`config.mk`:
```
export PLATFORM = sky130hd
export DESIGN_NAME = rtcsa_port
export DESIGN_NICKNAME = d
export VERILOG_FILES = /design/src/rtcsa_pkg.sv /design/src/rtcsa_port.sv /design/src/rtcsa_sync.sv
export SDC_FILE = /design/constraint.sdc
export NUM_CORES = 1
export LEC_CHECK = 0
export ABC_AREA = 1
export BUFFER_PORTS_ARGS = -buffer_cell sky130_fd_sc_hd__buf_2
export CORE_UTILIZATION = 60
export DETAILED_ROUTE_END_ITERATION = 8
export HOLD_SLACK_MARGIN = 0.06
export PLACE_DENSITY = 0.95
export SYNTH_ARGS = -nofsm -noshare
export SYNTH_HDL_FRONTEND = slang
export SYNTH_SLANG_ARGS = --single-unit
export TNS_END_PERCENT = 30
```
`constraint.sdc`:
```
create_clock -name clk -period 5.4 [get_ports clk]
set_input_delay 0.27 -clock clk [delete_from_list [all_inputs] [get_ports clk]]
set_output_delay 0.27 -clock clk [all_outputs]
set_load 0.03 [all_outputs]
```
`src/rtcsa_pkg.sv`:
```
// package: constants and carrier types for the rtc two-wire slave access port
package rtcsa_pkg;
	// fixed 7-bit slave address, sent as 8'hd0 with the direction bit clear
	localparam logic [6:0] RTCSA_SLAVE_ADDR = 7'h68;
	// number of byte locations behind the pointer
	localparam int RTCSA_NREG = 20;
	// pointer width
	localparam int RTCSA_PW = 5;
	// first and last timekeeping locations
	localparam logic [4:0] RTCSA_SUBSEC = 5'h00;
	localparam logic [4:0] RTCSA_TIME_LAST = 5'h07;
	// last location before the pointer wraps
	localparam logic [4:0] RTCSA_LAST = 5'h13;
	// pointer value after reset
	localparam logic [4:0] RTCSA_PTR_RST = 5'h00;
	// reset value of every register byte
	localparam logic [7:0] RTCSA_BYTE_RST = 8'h00;
	// only value the sub-second byte takes from a write
	localparam logic [7:0] RTCSA_SUBSEC_WR = 8'h00;
	// bits per byte before the acknowledge slot
	localparam logic [3:0] RTCSA_BYTE_BITS = 4'h8;
	// idle level of the bus lines, used as synchroniser reset value
	localparam logic RTCSA_BUS_IDLE = 1'b1;
	// number of timekeeping bytes loaded by the counting core
	localparam int RTCSA_NTIME = 8;

	// slave state machine
	typedef enum logic [3:0] {
		ST_IDLE,    // bus free or waiting for start
		ST_ADDR,    // shifting in slave address
		ST_AACK,    // acknowledging slave address
		ST_WADDR,   // shifting in word address
		ST_WAACK,   // acknowledging word address
		ST_WDATA,   // shifting in write data
		ST_WDACK,   // acknowledging write data
		ST_RDATA,   // shifting out read data
		ST_RACK,    // master acknowledge slot
		ST_IGNORE   // released until next start or stop
	} rtcsa_state_t;

	// whole register space as seen by the user side
	typedef logic [RTCSA_NREG-1:0][7:0] rtcsa_regs_t;

	// time copy from the counting core
	typedef struct packed {
		logic stb;                          // one-cycle update strobe
		logic [RTCSA_NTIME-1:0][7:0] tval;  // bytes for locations 0..7
	} rtcsa_upd_t;

	// open-drain data pin as two signals
	typedef struct packed {
		logic o;   // level driven, always low
		logic oe;  // high while pulling the line low
	} rtcsa_pin_t;
endpackage : rtcsa_pkg

```
`src/rtcsa_port.sv`:
```
// rtc two-wire slave access port with pointer, register space and freeze
// Overview of operation
// - slave only; respond after start plus own address
// - twenty byte locations in fixed order
// - data change while clock high is control
// - start: data falls while clock high
// - stop: data rises while clock high
// - one clock pulse per bit, sampled high
// - eight-bit bytes plus ninth acknowledge pulse
// - start begins, stop ends, unlimited bytes
// - hold data low over acknowledge pulse
// - master nack ends read, line released
// - addressed read via repeated start
// - pointer advances only on acknowledge clock
// - reads continue while master acknowledges
// - freeze time copy while pointer in time
// - unfreeze on stop or non-time pointer
// - freeze applies to reads and writes
// - plain read starts at held pointer
// - first write byte loads pointer, then data
// - time write clears sub-second to zero
// - time write resets divider chain
`timescale 1ns/1ps
module rtcsa_port (
	input wire logic clk,
	input wire logic reset_n,
	input wire logic scl_i,
	input wire logic sda_i,
	output rtcsa_pkg::rtcsa_pin_t sda_pin,
	input wire rtcsa_pkg::rtcsa_upd_t upd,
	output logic freeze,
	output logic div_reset,
	output rtcsa_pkg::rtcsa_regs_t regs_o
);
	import rtcsa_pkg::*;

	// complete state of the port
	typedef struct packed {
		rtcsa_state_t state;       // protocol phase
		logic [3:0] cnt;           // bits seen in this byte
		logic [7:0] shift;         // receive or transmit shifter
		logic rw;                  // direction bit of the address
		logic ack;                 // master acknowledged last byte
		logic [RTCSA_PW-1:0] ptr;  // register pointer
		logic oe;                  // pulling sda low
		logic freeze;              // time copy held
		logic div_reset;           // divider chain reset pulse
		logic scl_q;               // previous synced clock
		logic sda_q;               // previous synced data
		rtcsa_regs_t regs;         // user-visible register bytes
	} rtcsa_core_t;

	rtcsa_core_t s_reg;
	rtcsa_core_t s_next;

	logic scl_s;       // synced clock line
	logic sda_s;       // synced data line
	logic scl_rise;    // clock rising edge
	logic scl_fall;    // clock falling edge
	logic start_det;   // start condition seen
	logic stop_det;    // stop condition seen
	logic byte_done;   // falling edge ending the eighth bit

	// pointer lies in the timekeeping range
	function automatic logic is_time(input logic [RTCSA_PW-1:0] p);
		is_time = (p <= RTCSA_TIME_LAST);
	endfunction : is_time

	// next pointer value with wrap
	function automatic logic [RTCSA_PW-1:0] ptr_inc(
		input logic [RTCSA_PW-1:0] p);
		ptr_inc = (p >= RTCSA_LAST) ? RTCSA_PTR_RST : p + 5'h01;
	endfunction : ptr_inc

	// phase in which an addressed transfer is in progress
	function automatic logic is_active(input rtcsa_state_t st);
		is_active = (st != ST_IDLE) && (st != ST_IGNORE) &&
			(st != ST_ADDR);
	endfunction : is_active

	// pins cross into the clock domain through two flops
	rtcsa_sync #(
		.W(2)
	) u_sync (
		.clk(clk),
		.reset_n(reset_n),
		.din({scl_i, sda_i}),
		.dout({scl_s, sda_s})
	);

	// edge and bus condition detection on synced lines
	assign scl_rise = scl_s & ~s_reg.scl_q;
	assign scl_fall = ~scl_s & s_reg.scl_q;
	assign start_det = scl_s & s_reg.scl_q & s_reg.sda_q & ~sda_s;
	assign stop_det = scl_s & s_reg.scl_q & ~s_reg.sda_q & sda_s;
	assign byte_done = scl_fall && (s_reg.cnt == RTCSA_BYTE_BITS);

	// next-state logic of the whole port
	always_comb begin
		s_next = s_reg;
		s_next.div_reset = 1'b0;
		s_next.scl_q = scl_s;
		s_next.sda_q = sda_s;
		// time copy loads only when not frozen
		if (upd.stb && !s_reg.freeze) begin
			s_next.regs[RTCSA_NTIME-1:0] = upd.tval;
		end
		case (s_reg.state)
			// receiving states share the bit shifter
			ST_ADDR, ST_WADDR, ST_WDATA: begin
				if (scl_rise) begin
					s_next.shift = {s_reg.shift[6:0], sda_s};
					s_next.cnt = s_reg.cnt + 4'h1;
				end
				if (byte_done) begin
					s_next.cnt = 4'h0;
					if (s_reg.state == ST_ADDR) begin
						if (s_reg.shift[7:1] == RTCSA_SLAVE_ADDR) begin
							s_next.rw = s_reg.shift[0];
							s_next.oe = 1'b1;
							s_next.state = ST_AACK;
						end else begin
							s_next.state = ST_IGNORE;
						end
					end else if (s_reg.state == ST_WADDR) begin
						s_next.ptr = (s_reg.shift < RTCSA_NREG) ?
							s_reg.shift[RTCSA_PW-1:0] : RTCSA_PTR_RST;
						s_next.oe = 1'b1;
						s_next.state = ST_WAACK;
					end else begin
						s_next.regs[s_reg.ptr] = s_reg.shift;
						if (is_time(s_reg.ptr)) begin
							s_next.regs[RTCSA_SUBSEC] = RTCSA_SUBSEC_WR;
						end
						s_next.oe = 1'b1;
						s_next.state = ST_WDACK;
					end
				end
			end
			// address acknowledged, choose direction
			ST_AACK: begin
				if (scl_fall) begin
					s_next.cnt = 4'h0;
					if (s_reg.rw) begin
						s_next.shift = s_reg.regs[s_reg.ptr];
						s_next.oe = ~s_reg.regs[s_reg.ptr][7];
						s_next.state = ST_RDATA;
					end else begin
						s_next.oe = 1'b0;
						s_next.state = ST_WADDR;
					end
				end
			end
			// word address acknowledged
			ST_WAACK: begin
				if (scl_fall) begin
					s_next.oe = 1'b0;
					s_next.state = ST_WDATA;
				end
			end
			// data byte acknowledged, pointer moves
			ST_WDACK: begin
				if (scl_fall) begin
					s_next.ptr = ptr_inc(s_reg.ptr);
					s_next.div_reset = is_time(s_reg.ptr);
					s_next.oe = 1'b0;
					s_next.state = ST_WDATA;
				end
			end
			// shifting a byte out, msb first
			ST_RDATA: begin
				if (scl_rise) begin
					s_next.cnt = s_reg.cnt + 4'h1;
				end
				if (byte_done) begin
					s_next.oe = 1'b0;
					s_next.state = ST_RACK;
				end else if (scl_fall) begin
					s_next.shift = {s_reg.shift[6:0], 1'b0};
					s_next.oe = ~s_reg.shift[6];
				end
			end
			// master acknowledge slot
			ST_RACK: begin
				if (scl_rise) begin
					s_next.ack = ~sda_s;
					s_next.ptr = ptr_inc(s_reg.ptr);
				end
				if (scl_fall) begin
					s_next.cnt = 4'h0;
					if (s_reg.ack) begin
						s_next.shift = s_reg.regs[s_reg.ptr];
						s_next.oe = ~s_reg.regs[s_reg.ptr][7];
						s_next.state = ST_RDATA;
					end else begin
						s_next.state = ST_IGNORE;
					end
				end
			end
			// idle or not addressed: line stays released
			ST_IDLE, ST_IGNORE: begin
				s_next.oe = 1'b0;
			end
			default: begin
				s_next.oe = 1'b0;
				s_next.state = ST_IDLE;
			end
		endcase
		// stop ends, start (also repeated) begins
		if (stop_det) begin
			s_next.oe = 1'b0;
			s_next.state = ST_IDLE;
		end else if (start_det) begin
			s_next.oe = 1'b0;
			s_next.cnt = 4'h0;
			s_next.state = ST_ADDR;
		end
		// freeze in any direction; once set it
		// survives repeated start and nack, only stop or a non-time pointer
		// lets updates through again
		s_next.freeze = is_time(s_next.ptr) && (is_active(s_next.state) ||
			(s_reg.freeze && s_next.state != ST_IDLE));
	end

	// register the whole port state
	always_ff @(posedge clk) begin
		if (!reset_n) begin
			s_reg.state <= ST_IDLE;
			s_reg.cnt <= 4'h0;
			s_reg.shift <= RTCSA_BYTE_RST;
			s_reg.rw <= 1'b0;
			s_reg.ack <= 1'b0;
			s_reg.ptr <= RTCSA_PTR_RST;
			s_reg.oe <= 1'b0;
			s_reg.freeze <= 1'b0;
			s_reg.div_reset <= 1'b0;
			s_reg.scl_q <= RTCSA_BUS_IDLE;
			s_reg.sda_q <= RTCSA_BUS_IDLE;
			s_reg.regs <= {RTCSA_NREG{RTCSA_BYTE_RST}};
		end else begin
			s_reg <= s_next;
		end
	end

	// outputs straight from flops, except the data level, which is tied low
	assign sda_pin.o = 1'b0;
	assign sda_pin.oe = s_reg.oe;
	assign freeze = s_reg.freeze;
	assign div_reset = s_reg.div_reset;
	assign regs_o = s_reg.regs;
endmodule : rtcsa_port

```
`src/rtcsa_sync.sv`:
```
// two-flop synchroniser for the bus pins
`timescale 1ns/1ps
module rtcsa_sync #(
	parameter int W = 2
) (
	input wire logic clk,
	input wire logic reset_n,
	input wire logic [W-1:0] din,
	output logic [W-1:0] dout
);
	import rtcsa_pkg::*;

	// both stages of the chain
	typedef struct packed {
		logic [W-1:0] meta;  // first stage, read only by second
		logic [W-1:0] q;     // second stage
	} rtcsa_sync_t;

	rtcsa_sync_t s_reg;
	rtcsa_sync_t s_next;

	// next value of the chain
	always_comb begin
		s_next = s_reg;
		s_next.meta = din;
		s_next.q = s_reg.meta;
	end

	// register the chain, idle-high after reset
	always_ff @(posedge clk) begin
		if (!reset_n) begin
			s_reg <= {(2*W){RTCSA_BUS_IDLE}};
		end else begin
			s_reg <= s_next;
		end
	end

	assign dout = s_reg.q;
endmodule : rtcsa_sync

```
==> results.py, run 1 <==
metrics = {
    "timing": {
        "relSlewSlack_pct": 24.3,
        "tightest_slew_ns": 1.13,
        "rsz0062_at_grt": "no",
        "fin_setup_tns_ns": 0,
        "setup_viol": 0,
        "fin_crit_ns": 2.63,
        "post-route-period-util_pct": 48.8,
        "skew_ns": 0.0114,
        "maxSlewViolCount": 0,
        "hold_viol_final": 0,
        "fmax_ghz": 0.380,
    },
    "synth": {
        "synth_top_area_cell": "dfxtp_1",
        "synth_edf_count": 0,
        "synth_nets": 1571,
        "netlist_instances": 1496,
        "synth.area.top_cells": "dfxtp_1, buf_4, o21ai_0",
        "synth.top_cell.area_share_pct": 34.9,
        "ys.flop_type": "dfxtp_1",
        "ys.warnings.count": 0,
        "ys_top_cells_by_count": "o21ai_0, dfxtp_1, a21oi_1, nand2_1, buf_4",
        "yosysMostFrequentCell": "o21ai_0",
        "async_flop_share_pct": 0,
        "ys_seq_elements": 192,
        "synth_area_sq_um": 11000,
        "ys_seq_area_share_pct": 34.9,
        "syn_avg_cell_area_sq_um": 7.37,
        "synth.distinct_cells": 41,
    },
    "worst_setup_path": {
        "cp_data_required_time_ns": 5.79,
        "crit_end": "freeze",
        "startpoint_type": "register",
        "cpMostUsedCell": "nor2_1",
        "r2r_slack_ns": 2.77,
        "crit-reg2reg-capture": "freeze",
        "reg2reg_from": "s_reg[177]",
        "cpPeakStageDelay_ns": 0.82,
        "critPathKind": "register to register",
        "slowest_stage": "clkinv_1",
        "crit_fanout": 17,
        "startpoint": "s_reg[177]",
        "endpoint_kind": "register",
        "cp.arrival_ns": 3.03,
        "ff2ff_path_depth": 10,
        "crit_chain": "clkinv_1, nand3_1, nor2_1, nand2_1, nor3_1, nor2_1, nand3_1, nor2_1, nand2_1, inv_1",
    },
    "cells_and_area": {
        "multiInputGateArea_sq_um": 5190,
        "final_cell_area_sq_um": 11500,
        "n_antenna_cell": 0,
        "layout.nets": 1583,
        "drive_gt1_share_pct": 24.6,
        "regArea_sq_um": 3840,
        "fill_cells": 1512,
        "syn2layout_area_growth_pct": 4.08,
        "largest_reg_flops": 160,
    },
    "global_route": {
        "grt_pass1_wl_um": 49700,
        "grt_pass1_vias": 9592,
        "grt_max_degree": 100,
        "antenna_found_initial": 0,
        "grt_util_all_layers_pct": 34.4,
        "overflow": 0,
    },
    "routing": {
        "first_pass_iters": 6,
        "vias": 10600,
        "drc": 0,
        "routed_wl_um": 32900,
        "wire_per_inst_um": 18.8,
        "drt-initial-drc-count": 1364,
        "via_per_inst": 6.07,
        "ant_nets": 0,
    },
    "clock_tree": {
        "ctsResizeCount": 0,
        "cts_inserted_buffers": 17,
        "post_cts_buffers": 0,
        "cts_tree": "built",
        "cts_root_buf": "clkbuf_16",
        "cts_hold_buf": 2,
        "clock_sinks": 192,
        "cts.clk_slew.worst_paths_ns": 0.08,
        "cts_htree_levels": 4,
        "clk-insertion-delay-late_ns": 0.45,
        "cts_buffer_depth": 2,
    },
    "placed_design": {
        "place_hpwl_um": 23000,
        "portBuffers": 231,
        "place.gp.congestion": 0.956,
        "dpl_cell_area_sq_um": 10900,
    },
    "hold_path": {
        "hold_path.class": "input port to register",
    },
    "die": {
        "io_pins": 233,
        "die_h_um": 138,
        "fp.dieW_um": 138,
        "placementRows": 49,
        "start_util_pct": 61.4,
        "core_area_sq_um": 18000,
        "die-area_sq_um": 18900,
    },
    "run": {
        "drv_cap": 0,
    },
    "status": {
        "outcome": "finished, final reports clean",
    },
    "power": {
        "power_density_nw_per_um2": 277,
        "power_w": 0.00318,
        "total_leakage_power_nw": 5.36,
        "vdd_drop_max_v": 0.000253,
    },
}
-- kinds of logic after synthesis --
group           count (synthesis)  share of synthesized area [%]
mux                            56                           5.72
fa+ha+maj                       6                          0.681
xor+xnor                        2                          0.159
flops                         192                           34.9
compound gates                481                           22.5
simple gates                  420                           17.8
other cells                     1                         0.0340
buf+inv                       338                           18.2
-- routing by layer --
metal | track usage, % | routed length [um] | share of wire [%] | vias to the layer above
met5 | 0 | 0 | 0 | -
met4 | 18.3 | 1560 | 4.7 | 0
met3 | 7.32 | 3820 | 12 | 159
met2 | 53.9 | 14800 | 45 | 781
met1 | 44.3 | 12600 | 38 | 4790
li1 | - | - | - | 4887
-- worst max-delay path: cells and delay by family, from the launching register on --
kind                   cells  cell delay (ns)
and+or+nand+nor            8             1.04
buffers and inverters      2             0.87
DFF                        1             0.66
-- power by group --
group	switching [W]	internal [W]	leakage (nW)
Sequential	0.0000622	0.00146	1.56
Clock	0.000628	0.000616	0.275
Combinational	0.000290	0.000125	3.52
-- worst min-delay path by stage --
stage / start / endpoint / slack, ns / depth (start not counted)
3_5_place_dp: u_sync.s_next[1] / u_sync.dout[1] / 0.40 / 1
3_3_place_gp: u_sync.s_next[0] / u_sync.dout[0] / 0.40 / 1
4_1_cts: upd[2] / regs_o[2] / 0.1 / 3
5_1_grt: upd[6] / regs_o[6] / 0.13 / 3
2_1_floorplan: sda_i / u_sync.s_next[0] / 0.38 / 1
6_report: upd[2] / regs_o[2] / 0.1 / 3
-- placed cells by master (no fill, tap or decap), types with 17 or more instances in the layout --
cell type and n:
buf_2 230, o21ai_0 226, dfxtp_1 191, a21oi_1 184, nand2_1 166, nor2_1 153
inv_1 74, mux2_2 56, nand3_1 49, o21ai_1 29, o22ai_1 22, clkbuf_16 17
-- area by class of cell --
| cell class | instances | area share, % |
|---|---|---|
| clock buffers | 18 | 3.74 |
| clock inverters | 14 | 1.33 |
| inverters | 93 | 3.15 |
| multi-input cells | 966 | 45.2 |
| flip-flops and latches | 192 | 33.5 |
| well taps | 229 | 2.50 |
| repair buffers | 238 | 10.6 |
-- through the flow --
step           util [%]  setup slack, ns  hold WS [ns]  std cells
2_1_floorplan         -             3.43         0.377       1496
5_1_grt            63.9             2.70         0.126       1750
6_report           63.9             2.77        0.0993       1750
3_3_place_gp       60.5             3.02         0.396       1716
4_1_cts            63.9             2.93        0.0960       1750
3_5_place_dp       60.5             2.96         0.397       1716
No activity file was read; power rests on OpenSTA's default activity.
==> run 2, diff against run 1 <==
CORE_UTILIZATION = 56   (was 60)
PLACE_DENSITY = 0.91   (was 0.95)
clock period = 2.72 ns   (was 5.4 ns; I/O delays follow)
==> results.py, run 2 (same netlist as run 1, synthesis figures left out) <==
metrics = {
    "worst_setup_path": {
        "slowest_stage": "dfxtp_1",
        "startpoint_type": "register",
        "critPathTopFamily": "simple AND/OR/NAND/NOR gates",
        "crit_fanout": 17,
        "startpoint": "s_reg[180]",
        "cpMostUsedCell": "nand2_4",
        "critPathKind": "register to register",
        "cp_data_required_time_ns": 3.04,
        "crit_chain": "inv_1, ha_1, nand3_1, nor2_4, nand2_4, inv_4, nand2_8, inv_8, nand2_4, inv_2, nand2_1, o21ai_0, a21oi_1",
        "reg2reg_from": "s_reg[180]",
        "cpPeakStageDelay_ns": 0.34,
        "path_buf_inv": 4,
        "cp.arrival_ns": 2.61,
        "endpoint_kind": "register",
    },
    "routing": {
        "wire_per_inst_um": 18.5,
        "drt-initial-drc-count": 1409,
        "first_pass_iters": 7,
        "vias": 10700,
        "drc": 0,
        "ant_nets": 0,
        "routed_wl_um": 33500,
        "via_per_inst": 5.90,
    },
    "cells_and_area": {
        "final_cells": 1811,
        "syn2layout_area_growth_pct": 7.36,
        "drive_gt1_share_pct": 25.1,
        "final_cell_mix": "buf_2, o21ai_0, dfxtp_1",
        "largest_reg_flops": 160,
        "layout.nets": 1613,
        "n_antenna_cell": 0,
        "final_common_cell": "buf_2",
    },
    "die": {
        "start_util_pct": 58.0,
        "io_pins": 233,
        "die_h_um": 142,
        "die-area_sq_um": 20300,
        "placementRows": 50,
        "core_area_sq_um": 19000,
        "fp.dieW_um": 142,
    },
    "power": {
        "vdd_drop_max_v": 0.000439,
        "clockPowerShare_pct": 40.3,
        "p_comb_share_pct": 13.4,
        "p_int_w": 0.00464,
        "p_seq_share_pct": 46.2,
        "power_density_nw_per_um2": 549,
        "total_leakage_power_nw": 5.53,
        "swShare_pct": 28.7,
        "p_sw_w": 0.00187,
    },
    "clock_tree": {
        "post_cts_buffers": 0,
        "cts_buffer_depth": 2,
        "cts_tree": "built",
        "cts.clk_slew.worst_paths_ns": 0.07,
        "ctsResizeCount": 0,
        "clock_sinks": 192,
        "clk-insertion-delay-late_ns": 0.44,
        "cts_inserted_buffers": 17,
        "cts_htree_levels": 4,
        "cts_root_buf": "clkbuf_16",
    },
    "global_route": {
        "grt_pass1_vias": 9785,
        "grt_max_degree": 71,
        "grt_util_all_layers_pct": 33.1,
        "grt_pass1_wl_um": 51900,
        "antenna_found_initial": 0,
        "overflow": 0,
    },
    "timing": {
        "maxSlewViolCount": 0,
        "fmax_ghz": 0.436,
        "skew_ns": 0.0128,
        "setup_viol": 0,
        "hold_viol_final": 0,
        "fin_setup_tns_ns": 0,
        "rsz0062_at_grt": "no",
        "fin_crit_ns": 2.29,
        "post-route-period-util_pct": 84.3,
        "tightest_slew_ns": 0.911,
        "relSlewSlack_pct": 39.2,
    },
    "hold_path": {
        "holdCritStartpoint": "upd[64]",
        "hold_path.class": "input port to register",
    },
    "placed_design": {
        "place_hpwl_um": 23900,
        "place_inst": 1762,
        "portBuffers": 231,
        "place.gp.congestion": 0.943,
    },
    "run": {
        "drv_cap": 0,
    },
    "status": {
        "outcome": "finished, final reports clean",
    },
}
-- run 2: worst paths after layout --
kind                    end  slack [ns]  cells past startpoint
max reg2reg     regs_o[103]        0.43                     13
min               regs_o[6]        0.09                      3
min reg2reg  u_sync.dout[1]        0.41                      1
max             regs_o[103]        0.43                     13
-- run 2: area by class of cell --
class	count	area [sq um]
repair buffers	268	1520
fillers	1696	7180
well taps	260	325
clock buffers	17	425
multi-input cells	966	5190
inverters	93	362
flip-flops and latches	192	3840
clock inverters	15	179
-- run 2: worst reg2reg max path, stage by stage (launching register included) --
cell and delay [ns]:
dfxtp_1 0.34, inv_1 0.10, ha_1 0.17, nand3_1 0.12, nor2_4 0.20, nand2_4 0.10
inv_4 0.08, nand2_8 0.08, inv_8 0.11, nand2_4 0.09, inv_2 0.23, nand2_1 0.25
o21ai_0 0.23, a21oi_1 0.07
-- run 2: timing repair --
item | in CTS | in global routing
hold endpoints to repair | 10 | 0
setup endpoints to repair | 0 | 0
hold buffers | 17 | 0
-- run 2: power by group through the flow --
| stage | combinational, W | sequential (W) | clock [W] |
|---|---|---|---|
| floorplan | 0.000638 | 0.00301 | 0 |
| global placement | 0.000811 | 0.00306 | 0 |
| detailed placement | 0.000826 | 0.00306 | 0 |
| CTS | 0.000848 | 0.00300 | 0.00263 |
| global route | 0.000931 | 0.00301 | 0.00273 |
| finish | 0.000873 | 0.00301 | 0.00262 |
-- run 2: metrics by stage --
stage	setup WS (ns)	total power, W	utilization (%)	area [sq um]	hold WS, ns
2_1_floorplan	0.746	0.00365	-	11000	0.243
3_3_place_gp	0.591	0.00387	58.2	11100	0.335
3_5_place_dp	0.480	0.00389	58.2	11100	0.333
4_1_cts	0.470	0.00648	62.3	11800	0.0672
5_1_grt	0.236	0.00667	62.3	11800	0.103
6_report	0.427	0.00650	62.3	11800	0.0876
-- run 2: layer usage --
layer	GRT usage (%)	routed length, um	vias to the layer above	part of all wire (%)
met5	0	0	-	0
met4	15.5	1440	0	4.3
met3	7.37	3710	135	11
met2	52.6	15200	769	45
met1	42.6	13100	4821	39
li1	-	-	4960	-
==> run 3, diff against run 2 <==
CORE_UTILIZATION = 50   (was 56)
PLACE_DENSITY = 0.86   (was 0.91)
clock period = 1.9 ns   (was 2.72 ns; I/O delays follow)
==> results.py, run 3 (same netlist as run 1, synthesis figures left out) <==
metrics = {
    "clock_tree": {
        "clk-insertion-delay-late_ns": 0.44,
        "cts_inserted_buffers": 17,
        "cts_htree_levels": 4,
        "cts.clk_slew.worst_paths_ns": 0.08,
        "cts_tree": "built",
        "cts_root_buf": "clkbuf_16",
        "cts_buffer_depth": 2,
        "clock_sinks": 192,
    },
    "timing": {
        "fin_crit_ns": 1.84,
        "fmax_ghz": 0.542,
        "relSlewSlack_pct": 55.2,
        "setup_viol": 0,
        "rsz0062_at_grt": "yes",
        "fin_setup_tns_ns": 0,
        "skew_ns": 0.0119,
        "maxSlewViolCount": 0,
        "hold_viol_final": 0,
        "post-route-period-util_pct": 97.0,
        "tightest_slew_ns": 0.672,
    },
    "global_route": {
        "antenna_found_initial": 0,
        "grtUsageMet1_pct": 40.0,
        "grt_busiest_layer": "met2",
        "grt_use_met2_pct": 48.8,
        "overflow": 0,
        "grt_util_met3_pct": 4.82,
        "grt_util_all_layers_pct": 30.4,
        "grt_pass1_vias": 9834,
        "grt_pass1_wl_um": 53000,
        "grt_max_degree": 162,
    },
    "worst_setup_path": {
        "path_buf_inv": 4,
        "cp.depth": 13,
        "cp.arrival_ns": 2.22,
        "ff2ff_path_depth": 13,
        "cpMostUsedCell": "nor2_4",
        "critPathTopFamily": "simple AND/OR/NAND/NOR gates",
        "crit_chain": "inv_2, ha_4, nand3_4, nor2_4, nand2_4, inv_4, nand2_8, nor2_4, inv_2, nor2_4, buf_12, o21ai_0, a21oi_1",
        "r2r_slack_ns": 0.06,
        "startpoint_type": "register",
        "reg2reg_from": "s_reg[181]",
        "startpoint": "s_reg[181]",
        "crit_fanout": 8,
        "cp_data_required_time_ns": 2.27,
        "cpPeakStageDelay_ns": 0.34,
        "critPathKind": "register to register",
        "endpoint_kind": "register",
        "slowest_stage": "dfxtp_2",
    },
    "routing": {
        "wire_per_inst_um": 18.5,
        "ant_nets": 0,
        "vias": 11000,
        "drc": 0,
        "first_pass_iters": 7,
        "drt-initial-drc-count": 1355,
        "via_per_inst": 5.77,
        "routed_wl_um": 35100,
    },
    "power": {
        "clockPowerShare_pct": 39.3,
        "vdd_drop_max_v": 0.000575,
        "swShare_pct": 29.8,
        "p_int_w": 0.00655,
        "total_leakage_power_nw": 5.95,
        "p_seq_share_pct": 45.7,
        "p_sw_w": 0.00278,
        "power_density_nw_per_um2": 735,
        "p_comb_share_pct": 15.0,
    },
    "hold_path": {
        "min_path_cells": 4,
        "holdCritStartpoint": "upd[34]",
        "hold_path.class": "input port to register",
    },
    "die": {
        "core_area_sq_um": 21400,
        "fp.dieW_um": 151,
        "die-area_sq_um": 22700,
        "io_pins": 233,
        "start_util_pct": 51.6,
        "placementRows": 53,
        "die_h_um": 151,
    },
    "placed_design": {
        "place_hpwl_um": 24800,
        "place_inst": 1830,
        "portBuffers": 231,
        "place.gp.congestion": 0.967,
    },
    "cells_and_area": {
        "layout.nets": 1686,
        "final_cell_mix": "buf_2, o21ai_0, dfxtp_1",
        "syn2layout_area_growth_pct": 15.1,
        "n_antenna_cell": 0,
        "largest_reg_flops": 160,
        "drive_gt1_share_pct": 29.8,
        "final_common_cell": "buf_2",
        "final_cells": 1899,
        "fin_util_pct": 59.4,
    },
    "status": {
        "outcome": "finished, final reports clean",
    },
    "run": {
        "drv_cap": 0,
    },
}
[run 3: power by group through the flow]
stage / registers [W] / logic, W / clock network [W]
final: 0.00426 / 0.00140 / 0.00366
after CTS: 0.00426 / 0.00135 / 0.00366
after global placement: 0.00435 / 0.00130 / 0
after detailed placement: 0.00435 / 0.00131 / 0
after floorplan: 0.00431 / 0.000914 / 0
after global routing: 0.00427 / 0.00148 / 0.00382
[run 3: worst register-to-register path: stages, from the launching register on]
cell	delay (ns)
dfxtp_2	0.34
inv_2	0.08
ha_4	0.15
nand3_4	0.08
nor2_4	0.15
nand2_4	0.08
inv_4	0.08
nand2_8	0.07
nor2_4	0.15
inv_2	0.07
nor2_4	0.15
buf_12	0.14
o21ai_0	0.09
a21oi_1	0.16
[run 3: through the flow]
stage                     hold slack (ns)  total power (W)  instance area (sq um)  setup slack [ns]
after global routing               0.0619          0.00957                  12700           -0.0417
final                              0.0639          0.00933                  12700            0.0564
after global placement              0.295          0.00565                  11600            0.0347
after detailed placement            0.289          0.00566                  11600           -0.0548
after CTS                          0.0600          0.00927                  12500           -0.0142
after floorplan                     0.202          0.00522                  11000            0.0218
[run 3: cell type report]
cell class,count,area [sq um]
Clock buffer,19,453
Multi-Input combinational cell,966,5290
Fill cell,1862,8660
Timing Repair Buffer,341,2230
Clock inverter,13,143
Tap cell,275,344
Sequential cell,192,3860
Inverter,93,374
[run 3: worst paths after layout]
check | endpoint
setup / recovery | regs_o[28]
hold / removal | regs_o[34]
setup reg to reg | regs_o[28]
hold reg to reg | u_sync.dout[1]
[run 3: metal layers]
layer / part of all wire [%] / vias to the layer above / routed length (um)
met5: 0 / - / 0
met4: 3.8 / 0 / 1330
met3: 11 / 114 / 3830
met2: 46 / 734 / 16100
met1: 39 / 5012 / 13800
li1: - / 5102 / -
[run 3: what timing repair did]
action / CTS / global route
hold buffers: 24 / 0
setup buffers: 2 / 10
pin swaps: 3 / 6
cloned: 0 / 1
endpoints found under the hold margin: 16 / 0
endpoints found under the setup margin: 46 / 176
gates resized for setup: 8 / 45
